==> src/hw/ivas_defines.vh <==
// Constants for the interrupt vector address select block
//--------------------------------------------------------------
//--------------------------------------------------------------
`ifndef IVAS_DEFINES_VH
`define IVAS_DEFINES_VH

`define IVAS_ADDR_W        24
`define IVAS_VEC_W         7
`define IVAS_NUM_TRAPS     8
`define IVAS_NUM_IRQS      118
`define IVAS_NUM_VECS      126
`define IVAS_PRIMARY_BASE  24'h000004
`define IVAS_ALT_OFFSET    24'h000100
`define IVAS_CODE_START    24'h000200
`define IVAS_RESET_PC      24'h000000
`define IVAS_IRQ_VEC_OFS   7'h08
`define IVAS_TRAP_RSVD0    7'h00
`define IVAS_TRAP_OSC      7'h01
`define IVAS_TRAP_ADDR     7'h02
`define IVAS_TRAP_STACK    7'h03
`define IVAS_TRAP_MATH     7'h04

`endif

==> src/hw/ivas_prio.v <==
// Natural-order picker: lowest pending vector number wins
`timescale 1ns/100ps
module ivas_prio #(
	parameter NVEC = 126,
	parameter VW   = 7
) (
	input  wire            mclk,   // System clock
	input  wire            rst,    // Synchronous reset
	input  wire [NVEC-1:0] pend,   // Pending vectors, bit n is vector n
	output reg             found,  // Some vector pending
	output reg  [VW-1:0]   vec     // Lowest pending vector number
);
	reg          next_found;
	reg [VW-1:0] next_vec;
	integer      i;

	// Scan downward so the lowest index is assigned last
	always @* begin
		next_found = 1'b0;
		next_vec   = {VW{1'b0}};
		for (i = NVEC - 1; i >= 0; i = i - 1) begin
			if (pend[i]) begin
				next_found = 1'b1;
				next_vec   = i[VW-1:0];
			end
		end
	end

	always @(posedge mclk) begin
		if (rst) begin
			found <= 1'b0;
			vec   <= {VW{1'b0}};
		end else begin
			found <= next_found;
			vec   <= next_vec;
		end
	end
endmodule

==> src/hw/ivas_top.v <==
// Vector fetch address generation and handler load for the CPU core
`timescale 1ns/100ps
`include "ivas_defines.vh"
module ivas_top #(
	parameter AW = `IVAS_ADDR_W,
	parameter VW = `IVAS_VEC_W
) (
	input  wire                     mclk,             // System clock, 200 MHz
	input  wire                     rst,              // Synchronous reset, active high
	input  wire                     alt_table_select, // Use alternate vector table
	input  wire [`IVAS_NUM_TRAPS-1:0] trap_req,       // Trap requests, bit n is trap slot n
	input  wire [`IVAS_NUM_IRQS-1:0]  irq_req,        // Interrupt requests by request number
	input  wire                     core_accept,      // Core can take a vector now
	input  wire [AW-1:0]            pmem_rdata,       // Program memory read data
	input  wire                     pmem_rvalid,      // Read data valid
	output reg                      pmem_rd,          // Vector read strobe, one cycle
	output reg  [AW-1:0]            pmem_addr,        // Vector slot address
	output reg                      pc_load,          // Load program counter
	output reg  [AW-1:0]            pc_value,         // New program counter value
	output reg  [VW-1:0]            vec_taken,        // Vector number being serviced
	output reg                      alt_used,         // Fetch used the alternate table
	output reg                      busy              // Vector fetch in progress
);
	//--------------------------------------------------------------
	// Address arithmetic
	//--------------------------------------------------------------
	function [AW-1:0] slot_addr;
		input          alt;
		input [VW-1:0] vnum;
		reg   [AW-1:0] base;
		begin
			base = alt ? (`IVAS_PRIMARY_BASE + `IVAS_ALT_OFFSET)
				: `IVAS_PRIMARY_BASE;
			slot_addr = base + {{(AW-VW-1){1'b0}}, vnum, 1'b0};
		end
	endfunction

	//--------------------------------------------------------------
	// Pending vectors: traps occupy 0..7, requests follow from 8
	//--------------------------------------------------------------
	wire [`IVAS_NUM_VECS-1:0] pend;
	wire                      found;
	wire [VW-1:0]             vec;
	assign pend = {irq_req, trap_req};

	ivas_prio #(
		.NVEC (`IVAS_NUM_VECS),
		.VW   (VW)
	) u_prio (
		.mclk  (mclk),
		.rst   (rst),
		.pend  (pend),
		.found (found),
		.vec   (vec)
	);

	//--------------------------------------------------------------
	// Fetch sequencer
	//--------------------------------------------------------------
	localparam ST_IDLE = 2'b00;
	localparam ST_WAIT = 2'b01;
	localparam ST_DONE = 2'b10;

	reg [1:0] state;

	// Table choice is frozen at the read so a toggle mid-fetch cannot split it
	always @(posedge mclk) begin
		if (rst) begin
			// Reset bypasses the controller: PC forced to zero, no read issued
			state     <= ST_IDLE;
			pmem_rd   <= 1'b0;
			pmem_addr <= {AW{1'b0}};
			pc_load   <= 1'b1;
			pc_value  <= `IVAS_RESET_PC;
			vec_taken <= {VW{1'b0}};
			alt_used  <= 1'b0;
			busy      <= 1'b0;
		end else begin
			pmem_rd <= 1'b0;
			pc_load <= 1'b0;
			case (state)
				ST_IDLE: begin
					if (core_accept && found) begin
						pmem_rd   <= 1'b1;
						pmem_addr <= slot_addr(alt_table_select, vec);
						vec_taken <= vec;
						alt_used  <= alt_table_select;
						busy      <= 1'b1;
						state     <= ST_WAIT;
					end
				end
				ST_WAIT: begin
					if (pmem_rvalid) begin
						pc_load  <= 1'b1;
						pc_value <= pmem_rdata;
						busy     <= 1'b0;
						state    <= ST_DONE;
					end
				end
				ST_DONE: begin
					// Wait for the core to drop accept; stale picks are ignored
					if (!core_accept) begin
						state <= ST_IDLE;
					end
				end
				default: begin
					state <= ST_IDLE;
				end
			endcase
		end
	end
endmodule

==> config.mk <==
export PLATFORM = sky130hd
export DESIGN_NAME = ivas_top
export DESIGN_NICKNAME = d
export VERILOG_FILES = /design/src/hw/ivas_prio.v /design/src/hw/ivas_top.v
export VERILOG_INCLUDE_DIRS = /design/src /design/src/hw
export SDC_FILE = /design/constraint.sdc
export NUM_CORES = 1
export LEC_CHECK = 0
export ABC_AREA = 1
export BUFFER_PORTS_ARGS = -buffer_cell sky130_fd_sc_hd__buf_4
export CAP_MARGIN = 5
export CORE_ASPECT_RATIO = 0.7
export CORE_MARGIN = 1.5
export CORE_UTILIZATION = 43
export CTS_CLUSTER_SIZE = 28
export DETAILED_ROUTE_END_ITERATION = 10
export GPL_TIMING_DRIVEN = 0
export PLACE_DENSITY = 0.78
export REMOVE_ABC_BUFFERS = 1
export SKIP_LAST_GASP = 1
export SLEW_MARGIN = 20
export SYNTH_ARGS = -nofsm -noshare
export SYNTH_HDL_FRONTEND = slang
export SYNTH_SLANG_ARGS = --single-unit
==> constraint.sdc <==
create_clock -name mclk -period 6.4 [get_ports mclk]
set_input_delay 1.28 -clock mclk [delete_from_list [all_inputs] [get_ports mclk]]
set_output_delay 1.28 -clock mclk [all_outputs]
set_load 0.01 [all_outputs]
# Word level (Yosys, flattened, before mapping)
# Index checks and enable logic that the tools add are counted.
totals:
  register_bits: 69
  input_bits: 155
  out_inout_bits: 59
  wordCells: 300
op_classes:
  addsub: 1
  eq_ne: 5
  muxes: 262
  bitwise: 1
  reduce_logical: 15
ops:
  columns: ["operator", "n"]
  rows:
  - ["$mux 7", 62]
  - ["$mux 6", 32]
  - ["$mux 1", 132]
  - ["$mux 5", 16]
  - ["$reduce_or 65->1", 1]
  - ["$reduce_or 33->1", 1]
  - ["$mux 4", 8]
  - ["$reduce_or 17->1", 1]
  - ["$mux 3", 4]
  - ["$add 9x8->10", 1]
  - ["$mux 2", 5]
  - ["$mux 9", 1]
  - ["$reduce_or 9->1", 1]
  - ["$ne 2x2->1 const B", 3]
  - ["$pmux 2 s3", 1]
  - ["$reduce_and 3->1", 2]
  - ["$reduce_or 5->1", 1]
  - ["$reduce_and 2->1", 2]
  - ["$reduce_or 2->1", 2]
  - ["$reduce_or 3->1", 1]
  - ["$eq 2x1->1 const B", 1]
  - ["$eq 2x2->1 const B", 1]
  - ["$logic_not 2->1", 1]
  - ["$pmux 1 s2", 1]
  - ["3 further kinds", 3]

# Logic depth before layout (Yosys ltp)
# Gate-level depths: netlist of the first run.
depth:
  word_depth: 126
  ltp_mapped: 125
  mapped_depth_nobuf: 125

# By module
# A second synthesis of the first run with hierarchy kept.
unflattened:
  hier_cells: 725
  hier_area_um2: 4815.9
modules_own_cells:
  columns: ["mod", "n_inst", "cells_each", "area_per_inst_um2", "seq_area_each_um2"]
  rows:
  - ["ivas_prio", 1, 496, 3011.6, 160.2]
  - ["ivas_top", 1, 229, 1804.2, 900.9]

# Worst setup path before layout of the first run
# OpenSTA, ideal clock, no wires.
synth_path:
  kind: "input-to-reg"
  start: "in irq_req[116]"
  end: "reg u_prio.vec[0]"
  setup_ns: 0.066
  arrival_time_ns: 6.541
  required_ns: 6.334
  slack_ns: -0.207
  cell_stages: 125
  n_path_buf: 0
  path_cell_list: "inv_1 nand2_1 nand2_1 nand2_1 nand2_1 nand2_1 nand2_1 nand2_1 nand2_1 nand2_1 nand2_1 nand2_1 nand2_1 nand2_1 nand2_1 nand2_1 nand2_1 nand2_1 [... 89 more ...] nand2_1 nand2_1 nand2_1 nand2_1 nand2_1 nand2_1 nand2_1 nand2_1 nand2_1 nand2_1 nand2_1 nand2_1 nand2_1 nand2_1 nand2_1 nand2_1 nand2_1 a21oi_2"
synth_between:
  elab_chain_len: 124
synth_lines:
  columns: ["item", "line", "source"]
  rows:
  - ["start, declared", "ivas_top.v:12", "input wire [`IVAS_NUM_IRQS-1:0] irq_req,"]
  - ["$mux 7 (61 in a row)", "ivas_prio.v:22", "if (pend[i]) begin"]
  - ["$mux 6 (32 in a row)", "ivas_prio.v:22", null]
  - ["$mux 5 (16 in a row)", "ivas_prio.v:22", null]
  - ["$mux 4 (8 in a row)", "ivas_prio.v:22", null]
  - ["$mux 3 (4 in a row)", "ivas_prio.v:22", null]
  - ["$mux 2 (2 in a row)", "ivas_prio.v:22", null]
  - ["$mux 1", "ivas_prio.v:22", null]
  - ["end signal, assigned", "ivas_prio.v:32", "vec <= {VW{1'b0}};"]
  - ["end signal, assigned", "ivas_prio.v:35", "vec <= next_vec;"]
  - ["end, declared", "ivas_prio.v:11", "output reg [VW-1:0] vec"]
# No other way between the ends.
# A chain may end at the register's enable or synchronous reset.

# Worst setup path in the final report of the first run
# Same ends and word-level chain as after synthesis.

==> flow_metrics.tcl, run 1 <==
set metrics [dict create \
    outcome "finished, violations left" \
    violations "setup timing" \
    synth_area_leaders "dfxtp_1 24%, nand2_1 22%, bufinv_8 19%" \
    clk_pin_slew_worst_paths_ps 70 \
    initial_core_util_pct 43.9 \
    syn_avg_cell_area_um2 6.32 \
    setup_ws_ps -881 \
    grt_pass1_vias 3965 \
    place_area_mm2 0.00605 \
    cts_buffers 5 \
    timing.fmax_mhz 137 \
    core_area_mm2 0.0103 \
    grt_overflow 0 \
    cts_tree "done" \
    synth_most_common_cell "nand2_1" \
    ctsResizeCount 0 \
    die_h_um 88.7 \
    die_w_um 125 \
    worst_path_most_repeated_cell "nand2_1" \
    place_inst 1030 \
    ys_ff_latch 53 \
    grt_pass1_wl_um 17600 \
    wl_um 11200 \
    cp_slowest_cell "buf_4" \
    antenna_found_initial 0 \
    io_pins 214 \
    yosys.area.top_type "dfxtp_1" \
    cap_violations 0 \
    async_flop_share_pct 0 \
    p_per_area_mw_per_mm2 142 \
    syn_to_final_growth_pct 37.4 \
    crit_fanout 2 \
    dp_slack_ps -1180 \
    netlist_instances 713 \
    fin_crit_ps 7280 \
    rsz0062_at_grt "yes" \
    htree_num_levels 2 \
    clock_latency_ps 290 \
    gp_congestion 0.912 \
    dpl.hpwl_um 9550 \
    startpoint_type "input port" \
    ff2ff_setup_slack_ps 4210 \
    first_pass_iters 5 \
    ir_drop_uv 113 \
    cp-end-kind "flip-flop" \
    slew_headroom_pct 39.0 \
    root_buffer "clkbuf_16" \
    ys_types 29 \
    multi_input_area_mm2 0.00215 \
    synthFlopType "dfxtp_1" \
    synth_edf_count 0 \
    drive_gt1_share_pct 28.3 \
    yosys.area.top_type_share_pct 23.5 \
    vias 4626 \
    p_leak_nw 3.40 \
    ant_nets 0 \
    slowest_delay_ps 110 \
    routed_via_density 4.46 \
    cp.arrival_ps 7500 \
    nNetsFinal 1061 \
    clock_sinks 53 \
    hold_violations 0 \
    setup_tns_ps -881 \
    numPortBuffers 198 \
    critical_path_class "input port to flip-flop" \
    grt_usage_pct 19.0 \
    fin_worst_skew_ps 9.62 \
    grt_max_degree 35 \
    fillers 1009 \
    finalCritPeriodShare_pct 114 \
    num_antenna_cells 0 \
    ys_warn_count 0 \
    routedWlPerCell_um 10.8 \
    rows 31 \
    final_util_pct 60.3 \
    slew_violations 0 \
    hold_class "flip-flop to flip-flop" \
    final_cells 1038 \
    mappedNetlistArea_mm2 0.00451 \
    drt_iter0_markers 227 \
    finalSetupViolCount 1 \
    worstMarginPinSlew_ps 913 \
    fp.dieArea_mm2 0.0111 \
    required_ps 6620 \
    synthTopCellsByCount "265 x nand2_1, 95 x nor2_1, 89 x inv_1" \
    regArea_mm2 0.00106 \
    clock_path_buffers 2 \
    final_cell_area_mm2 0.00620 \
    drc 0 \
    yosysSeqAreaShare_pct 23.5 \
]
## cell type report
type,instances,area share [%]
inverter,140,19.1
sequential,53,17.1
clock inverter,2,0.242
timing repair buffer,198,24.0
tap,132,2.67
clock buffer,6,2.08
multi-input combinational,507,34.8
## power by group
part / switching, mW / total (mW) / leakage [nW] / internal, mW
Sequential: 0.00664 / 0.349 / 0.432 / 0.343
Clock: 0.116 / 0.261 / 0.0631 / 0.145
Combinational: 0.109 / 0.267 / 2.91 / 0.158
Total: 0.231 / 0.877 / 3.40 / 0.646
## cells by family after synthesis
group           after synthesis  synth area share, %
flops                        53                 23.5
buf+inv                     167                 29.9
other cells                   1               0.0832
compound gates               66                 8.07
fa+ha+maj                     1                0.277
simple gates                421                 37.4
xor+xnor                      4                0.777
## path summary, 6_finish.rpt
| kind | startpoint | to | depth (start not counted) |
|---|---|---|---|
| setup / recovery | irq_req[116] | u_prio.vec[0]$_SDFF_PP0_ | 126 |
| setup reg to reg | state[0]$_SDFFE_PP0P_ | pc_value[1]$_SDFFE_PP0P_ | 6 |
| hold / removal | pmem_addr[2]$_SDFFE_PP0P_ | pmem_addr[2]$_SDFFE_PP0P_ | 2 |
| hold reg to reg | pmem_addr[2]$_SDFFE_PP0P_ | pmem_addr[2]$_SDFFE_PP0P_ | 2 |
## sequential cells by signal, indices dropped and copies added (netlist names)
register,flops
alt_used,1
busy,1
pc_load,1
pc_value,24
pmem_addr,8
pmem_rd,1
state,2
u_prio.found,1
u_prio.vec,7
vec_taken,7
## metrics by stage
stage                     total power [mW]  hold slack, ps
after floorplan                      0.500             454
after global placement               0.621             454
after detailed placement             0.624             456
after CTS                            0.884             467
after global routing                 0.928             482
final                                0.877             465
## what timing repair did
| item | CTS | global route |
|---|---|---|
| setup buffers | 0 | 0 |
| pin swaps | 0 | 0 |
| hold buffers | 0 | 0 |
| endpoints found under the setup margin | 1 | 1 |
## metal layers
| layer | routed length, um | vias up | GRT usage (%) |
|---|---|---|---|
| met4 | 110 | 0 | 2.69 |
| met3 | 522 | 10 | 2.60 |
| met5 | 0 | - | 0 |
| met1 | 5780 | 1975 | 28.6 |
| met2 | 4800 | 120 | 29.5 |
| li1 | - | 2521 | - |
## worst max-delay path: cells and delay by family
family	cells	cell delay, ps
buf+inv	2	150
simple gates	123	5920
compound gates	1	110
## cells in the final DEF, fill, tap and decap left out, types with 14 or more instances in the layout
cell      instances
conb_1           15
nand2_1         265
buf_4           198
nand4_1          14
dfxtp_1          53
inv_1            89
o21ai_0          14
nor2_1           95
bufinv_8         48
a21oi_1          36
nand3_1          28
Note: power is estimated with default switching activity, not from simulation.
==> run 2: changes to the inputs <==
--- a/config.mk
+++ b/config.mk
@@ -17,6 +17,7 @@
 export GPL_TIMING_DRIVEN = 0
 export PLACE_DENSITY = 0.78
 export REMOVE_ABC_BUFFERS = 1
+export SKIP_CTS_REPAIR_TIMING = 1
 export SKIP_LAST_GASP = 1
 export SLEW_MARGIN = 20
 export SYNTH_ARGS = -nofsm -noshare
==> flow_metrics.tcl, run 2 (synthesized netlist as in run 1, its figures left out) <==
set metrics [dict create \
    drc 0 \
    clk_pin_slew_worst_paths_ps 70 \
    timing.fmax_mhz 137 \
    first_pass_iters 5 \
    wl_um 11200 \
    cp.buffers_inverters 2 \
    root_buffer "clkbuf_16" \
    drive_gt1_share_pct 28.3 \
    grt_pass1_vias 3965 \
    fin_crit_ps 7280 \
    crit_family "simple AND/OR/NAND/NOR gates" \
    p_leak_nw 3.40 \
    violations "setup timing" \
    switching_share_pct 26.3 \
    finalSetupViolCount 1 \
    r2r_start "state[0]$_SDFFE_PP0P_" \
    cap_violations 0 \
    clock_sinks 53 \
    gp_congestion 0.912 \
    grt_pass1_wl_um 17600 \
    ir_drop_uv 113 \
    grt_max_degree 35 \
    ff2ff_setup_slack_ps 4210 \
    grt_usage_pct 19.0 \
    required_ps 6620 \
    nNetsFinal 1061 \
    routedWlPerCell_um 10.8 \
    startpoint_type "input port" \
    numPortBuffers 198 \
    largestRegisters "pc_value: 24 flops, pmem_addr: 8 flops" \
    rows 31 \
    grt_overflow 0 \
    slew_violations 0 \
    hold_violations 0 \
    die_h_um 88.7 \
    initial_core_util_pct 43.9 \
    io_pins 214 \
    fp.dieArea_mm2 0.0111 \
    fin_hold_ws_ps 466 \
    dpl.hpwl_um 9550 \
    clock_path_buffers 2 \
    crit_start "irq_req[116]" \
    pwr-share-seq_pct 39.8 \
    largest_reg_flops 24 \
    cts_tree "done" \
    ff2ff_path_depth 6 \
    pwr-share-comb_pct 30.4 \
    fin_worst_skew_ps 10.2 \
    setup_tns_ps -881 \
    die_w_um 125 \
    final_cell_mix "265 x nand2_1, 198 x buf_4, 95 x nor2_1" \
    drt_iter0_markers 228 \
    cp.depth 126 \
    slowest_delay_ps 110 \
    cts_buffers 5 \
    worstMarginPinSlew_ps 915 \
    final_util_pct 60.3 \
    crit_fanout 2 \
    clkPwrFrac_pct 29.8 \
    setup_ws_ps -881 \
    reg2reg_to "pc_value[1]$_SDFFE_PP0P_" \
    clock_latency_ps 290 \
    p_sw_mw 0.231 \
    finalCritPeriodShare_pct 114 \
    hold_class "flip-flop to flip-flop" \
    endpoint "u_prio.vec[0]$_SDFF_PP0_" \
    syn_to_final_growth_pct 37.4 \
    final_common_cell "nand2_1" \
    rsz0062_at_grt "yes" \
    num_antenna_cells 0 \
    registers.top_by_ff_count "pc_value" \
    outcome "finished, violations left" \
    final_cells 1038 \
    total_power_mw 0.877 \
    antenna_found_initial 0 \
    worst_path_most_repeated_cell "nand2_1" \
    cp_slowest_cell "buf_4" \
    vias 4638 \
    intPower_mw 0.646 \
    core_area_mm2 0.0103 \
    critical_path_class "input port to flip-flop" \
    p_per_area_mw_per_mm2 142 \
    htree_num_levels 2 \
    cp.arrival_ps 7500 \
    slew_headroom_pct 38.9 \
    place_inst 1030 \
    routed_via_density 4.47 \
    cp-end-kind "flip-flop" \
    ant_nets 0 \
]
-- run 2: cell counts in the layout (fill, tap and decap cells not counted) --
Identical to the previous run, type by type.
-- run 2: how the worst min path moves through the flow --
stage / cells past startpoint / from / end
after floorplan: 2 / u_prio.vec[0]$_SDFF_PP0_ / vec_taken[0]$_SDFFE_PP0P_
after global placement: 2 / pc_value[3]$_SDFFE_PP0P_ / pc_value[3]$_SDFFE_PP0P_
after detailed placement: 2 / pc_value[21]$_SDFFE_PP0P_ / pc_value[21]$_SDFFE_PP0P_
after CTS: 2 / pc_value[21]$_SDFFE_PP0P_ / pc_value[21]$_SDFFE_PP0P_
after global routing: 2 / pc_value[13]$_SDFFE_PP0P_ / pc_value[13]$_SDFFE_PP0P_
final: 2 / pmem_addr[2]$_SDFFE_PP0P_ / pmem_addr[2]$_SDFFE_PP0P_
-- run 2: through the flow --
stage | setup slack (ps) | area [um2]
floorplan | -207 | 4400
global placement | -1080 | 6050
detailed placement | -1180 | 6050
CTS | -906 | 6200
global route | -2420 | 6200
finish | -881 | 6200
-- run 2: worst register-to-register path, cell delays in order (launching register included) --
cell	delay, ps
dfxtp_1	330
inv_1	60
nor2_1	80
nand2_1	540
inv_1	830
nand2_1	130
a21oi_1	160
-- run 2: layout make-up --
cell class / count / area (um2)
repair buffers: 198 / 1490
inverters: 140 / 1190
clock inverters: 2 / 15.0
flip-flops and latches: 53 / 1060
multi-input cells: 507 / 2150
well taps: 132 / 165
clock buffers: 6 / 129
fillers: 1009 / 4080
-- run 2: power by group through the flow --
stage	sequential (mW)	clock [mW]	combinational (mW)
after global routing	0.351	0.279	0.298
final	0.349	0.261	0.267
after global placement	0.356	0	0.265
after detailed placement	0.357	0	0.267
after floorplan	0.361	0	0.139
after CTS	0.349	0.267	0.268
-- run 2: routing by layer --
| metal | global-route usage (%) | up-vias | share of wire (%) |
|---|---|---|---|
| met3 | 2.60 | 10 | 4.7 |
| met2 | 29.5 | 122 | 43 |
| met5 | 0 | - | 0 |
| met4 | 2.69 | 0 | 0.98 |
| met1 | 28.6 | 1984 | 51 |
| li1 | - | 2522 | - |
==> run 3: changes to the inputs <==
--- a/config.mk
+++ b/config.mk
@@ -16,7 +16,6 @@
 export DETAILED_ROUTE_END_ITERATION = 10
 export GPL_TIMING_DRIVEN = 0
 export PLACE_DENSITY = 0.78
-export REMOVE_ABC_BUFFERS = 1
 export SKIP_CTS_REPAIR_TIMING = 1
 export SKIP_LAST_GASP = 1
 export SLEW_MARGIN = 20
==> flow_metrics.tcl, run 3 (synthesized netlist as in run 1, its figures left out) <==
set metrics [dict create \
    slew_violations 0 \
    fp.dieArea_mm2 0.0111 \
    crit_fanout 2 \
    num_antenna_cells 0 \
    cp_slowest_cell "buf_4" \
    drive_gt1_share_pct 29.1 \
    cp.buffers_inverters 2 \
    nNetsFinal 1087 \
    first_pass_iters 4 \
    slowest_delay_ps 110 \
    slew_headroom_pct 66.3 \
    total_power_mw 0.924 \
    worstMarginPinSlew_ps 505 \
    fin_crit_ps 7110 \
    gp_congestion 0.860 \
    rsz0062_at_grt "yes" \
    wl_met1_um 5900 \
    final_common_cell "nand2_1" \
    top_layer "met4" \
    p_per_area_mw_per_mm2 145 \
    htree_num_levels 2 \
    routed_via_density 4.37 \
    clock_sinks 53 \
    io_pins 214 \
    drt_iter0_markers 188 \
    outcome "finished, violations left" \
    clk_pin_slew_worst_paths_ps 70 \
    place_inst 1056 \
    grt_usage_pct 19.6 \
    die_h_um 88.7 \
    ant_nets 0 \
    largestRegisters "pc_value: 24 flops, pmem_addr: 8 flops" \
    clock_latency_ps 290 \
    grt_overflow 0 \
    dpl.hpwl_um 9930 \
    numPortBuffers 197 \
    ir_drop_uv 100 \
    required_ps 6620 \
    initial_core_util_pct 43.9 \
    violations "setup timing" \
    finalSetupViolCount 1 \
    vias 4647 \
    critical_path_class "input port to flip-flop" \
    grt_pass1_wl_um 18200 \
    startpoint_type "input port" \
    p_leak_nw 3.52 \
    die_w_um 125 \
    timing.fmax_mhz 141 \
    drc 0 \
    core_area_mm2 0.0103 \
    clock_path_buffers 2 \
    routedWlPerCell_um 10.7 \
    route.met2.wl_um 4680 \
    setup_ws_ps -711 \
    final_util_pct 62.0 \
    grt_max_degree 17 \
    rows 31 \
    worst_path_most_repeated_cell "nand2_1" \
    hold_violations 0 \
    root_buffer "clkbuf_16" \
    crit_family "simple AND/OR/NAND/NOR gates" \
    fin_worst_skew_ps 8.39 \
    largest_reg_flops 24 \
    antenna_found_initial 0 \
    grt_pass1_vias 4052 \
    wl_um 11300 \
    syn_to_final_growth_pct 41.3 \
    final_cell_mix "265 x nand2_1, 213 x buf_4, 95 x nor2_1" \
    registers.top_by_ff_count "pc_value" \
    cts_buffers 5 \
    final_cells 1064 \
    hold_class "flip-flop to flip-flop" \
    cap_violations 0 \
    cts_tree "done" \
    cp-end-kind "flip-flop" \
    finalCritPeriodShare_pct 111 \
    met3_length_um 579 \
    cp.arrival_ps 7330 \
    fillers 1005 \
]
## run 3: cell types whose count changed in the layout (fill, tap and decap cells not counted), sizes merged
cell / before / now
bufinv: 48 / 49
clkinvlp: 2 / 0
clkbuf: 6 / 17
clkinv: 1 / 2
buf: 198 / 213
## run 3: power by group
part | internal, mW | switching (mW)
sequential | 0.343 | 0.00653
clock | 0.185 | 0.113
combinational | 0.166 | 0.111
total | 0.694 | 0.230
## run 3: final timing paths
kind | slack [ps] | cells after the start | startpoint | end
worst max-delay path | -710 | 126 | irq_req[116] | u_prio.vec[0]$_SDFF_PP0_
worst min-delay path | 470 | 2 | pmem_addr[2]$_SDFFE_PP0P_ | pmem_addr[2]$_SDFFE_PP0P_
worst max register to register | 4740 | 7 | state[0]$_SDFFE_PP0P_ | pc_value[4]$_SDFFE_PP0P_
worst min register to register | 470 | 2 | pmem_addr[2]$_SDFFE_PP0P_ | pmem_addr[2]$_SDFFE_PP0P_
## run 3: final cells by class
type / count / area [um2] / area share, %
tap: 132 / 165 / 2.59
timing repair buffer: 197 / 1480 / 23.2
sequential: 53 / 1060 / 16.6
buffer: 27 / 161 / 2.53
multi-input combinational: 507 / 2150 / 33.8
clock inverter: 2 / 38.8 / 0.609
clock buffer: 6 / 129 / 2.02
inverter: 140 / 1190 / 18.6
## run 3: stage by stage
stage / hold WS [ps] / setup TNS, ps / setup WS, ps / area, um2
after CTS: 467 / -784 / -784 / 6370
after global routing: 482 / -2250 / -2250 / 6370
after detailed placement: 456 / -1060 / -1060 / 6210
final: 465 / -711 / -711 / 6370
after floorplan: 454 / -207 / -207 / 4560
after global placement: 453 / -1020 / -1020 / 6210
## run 3: worst register-to-register path: stages, from the launching register on
cell	delay, ps
dfxtp_1	340
inv_1	60
nor2_1	90
nand2_1	230
inv_1	230
clkbuf_1	380
nand2_1	120
a21oi_1	140
## run 3: per-layer routing
metal  GRT usage, %  vias to the layer above
met4           4.75                        0
met1           28.7                     1930
met3           2.84                       16
li1               -                     2573
met2           30.4                      128
met5              0                        -
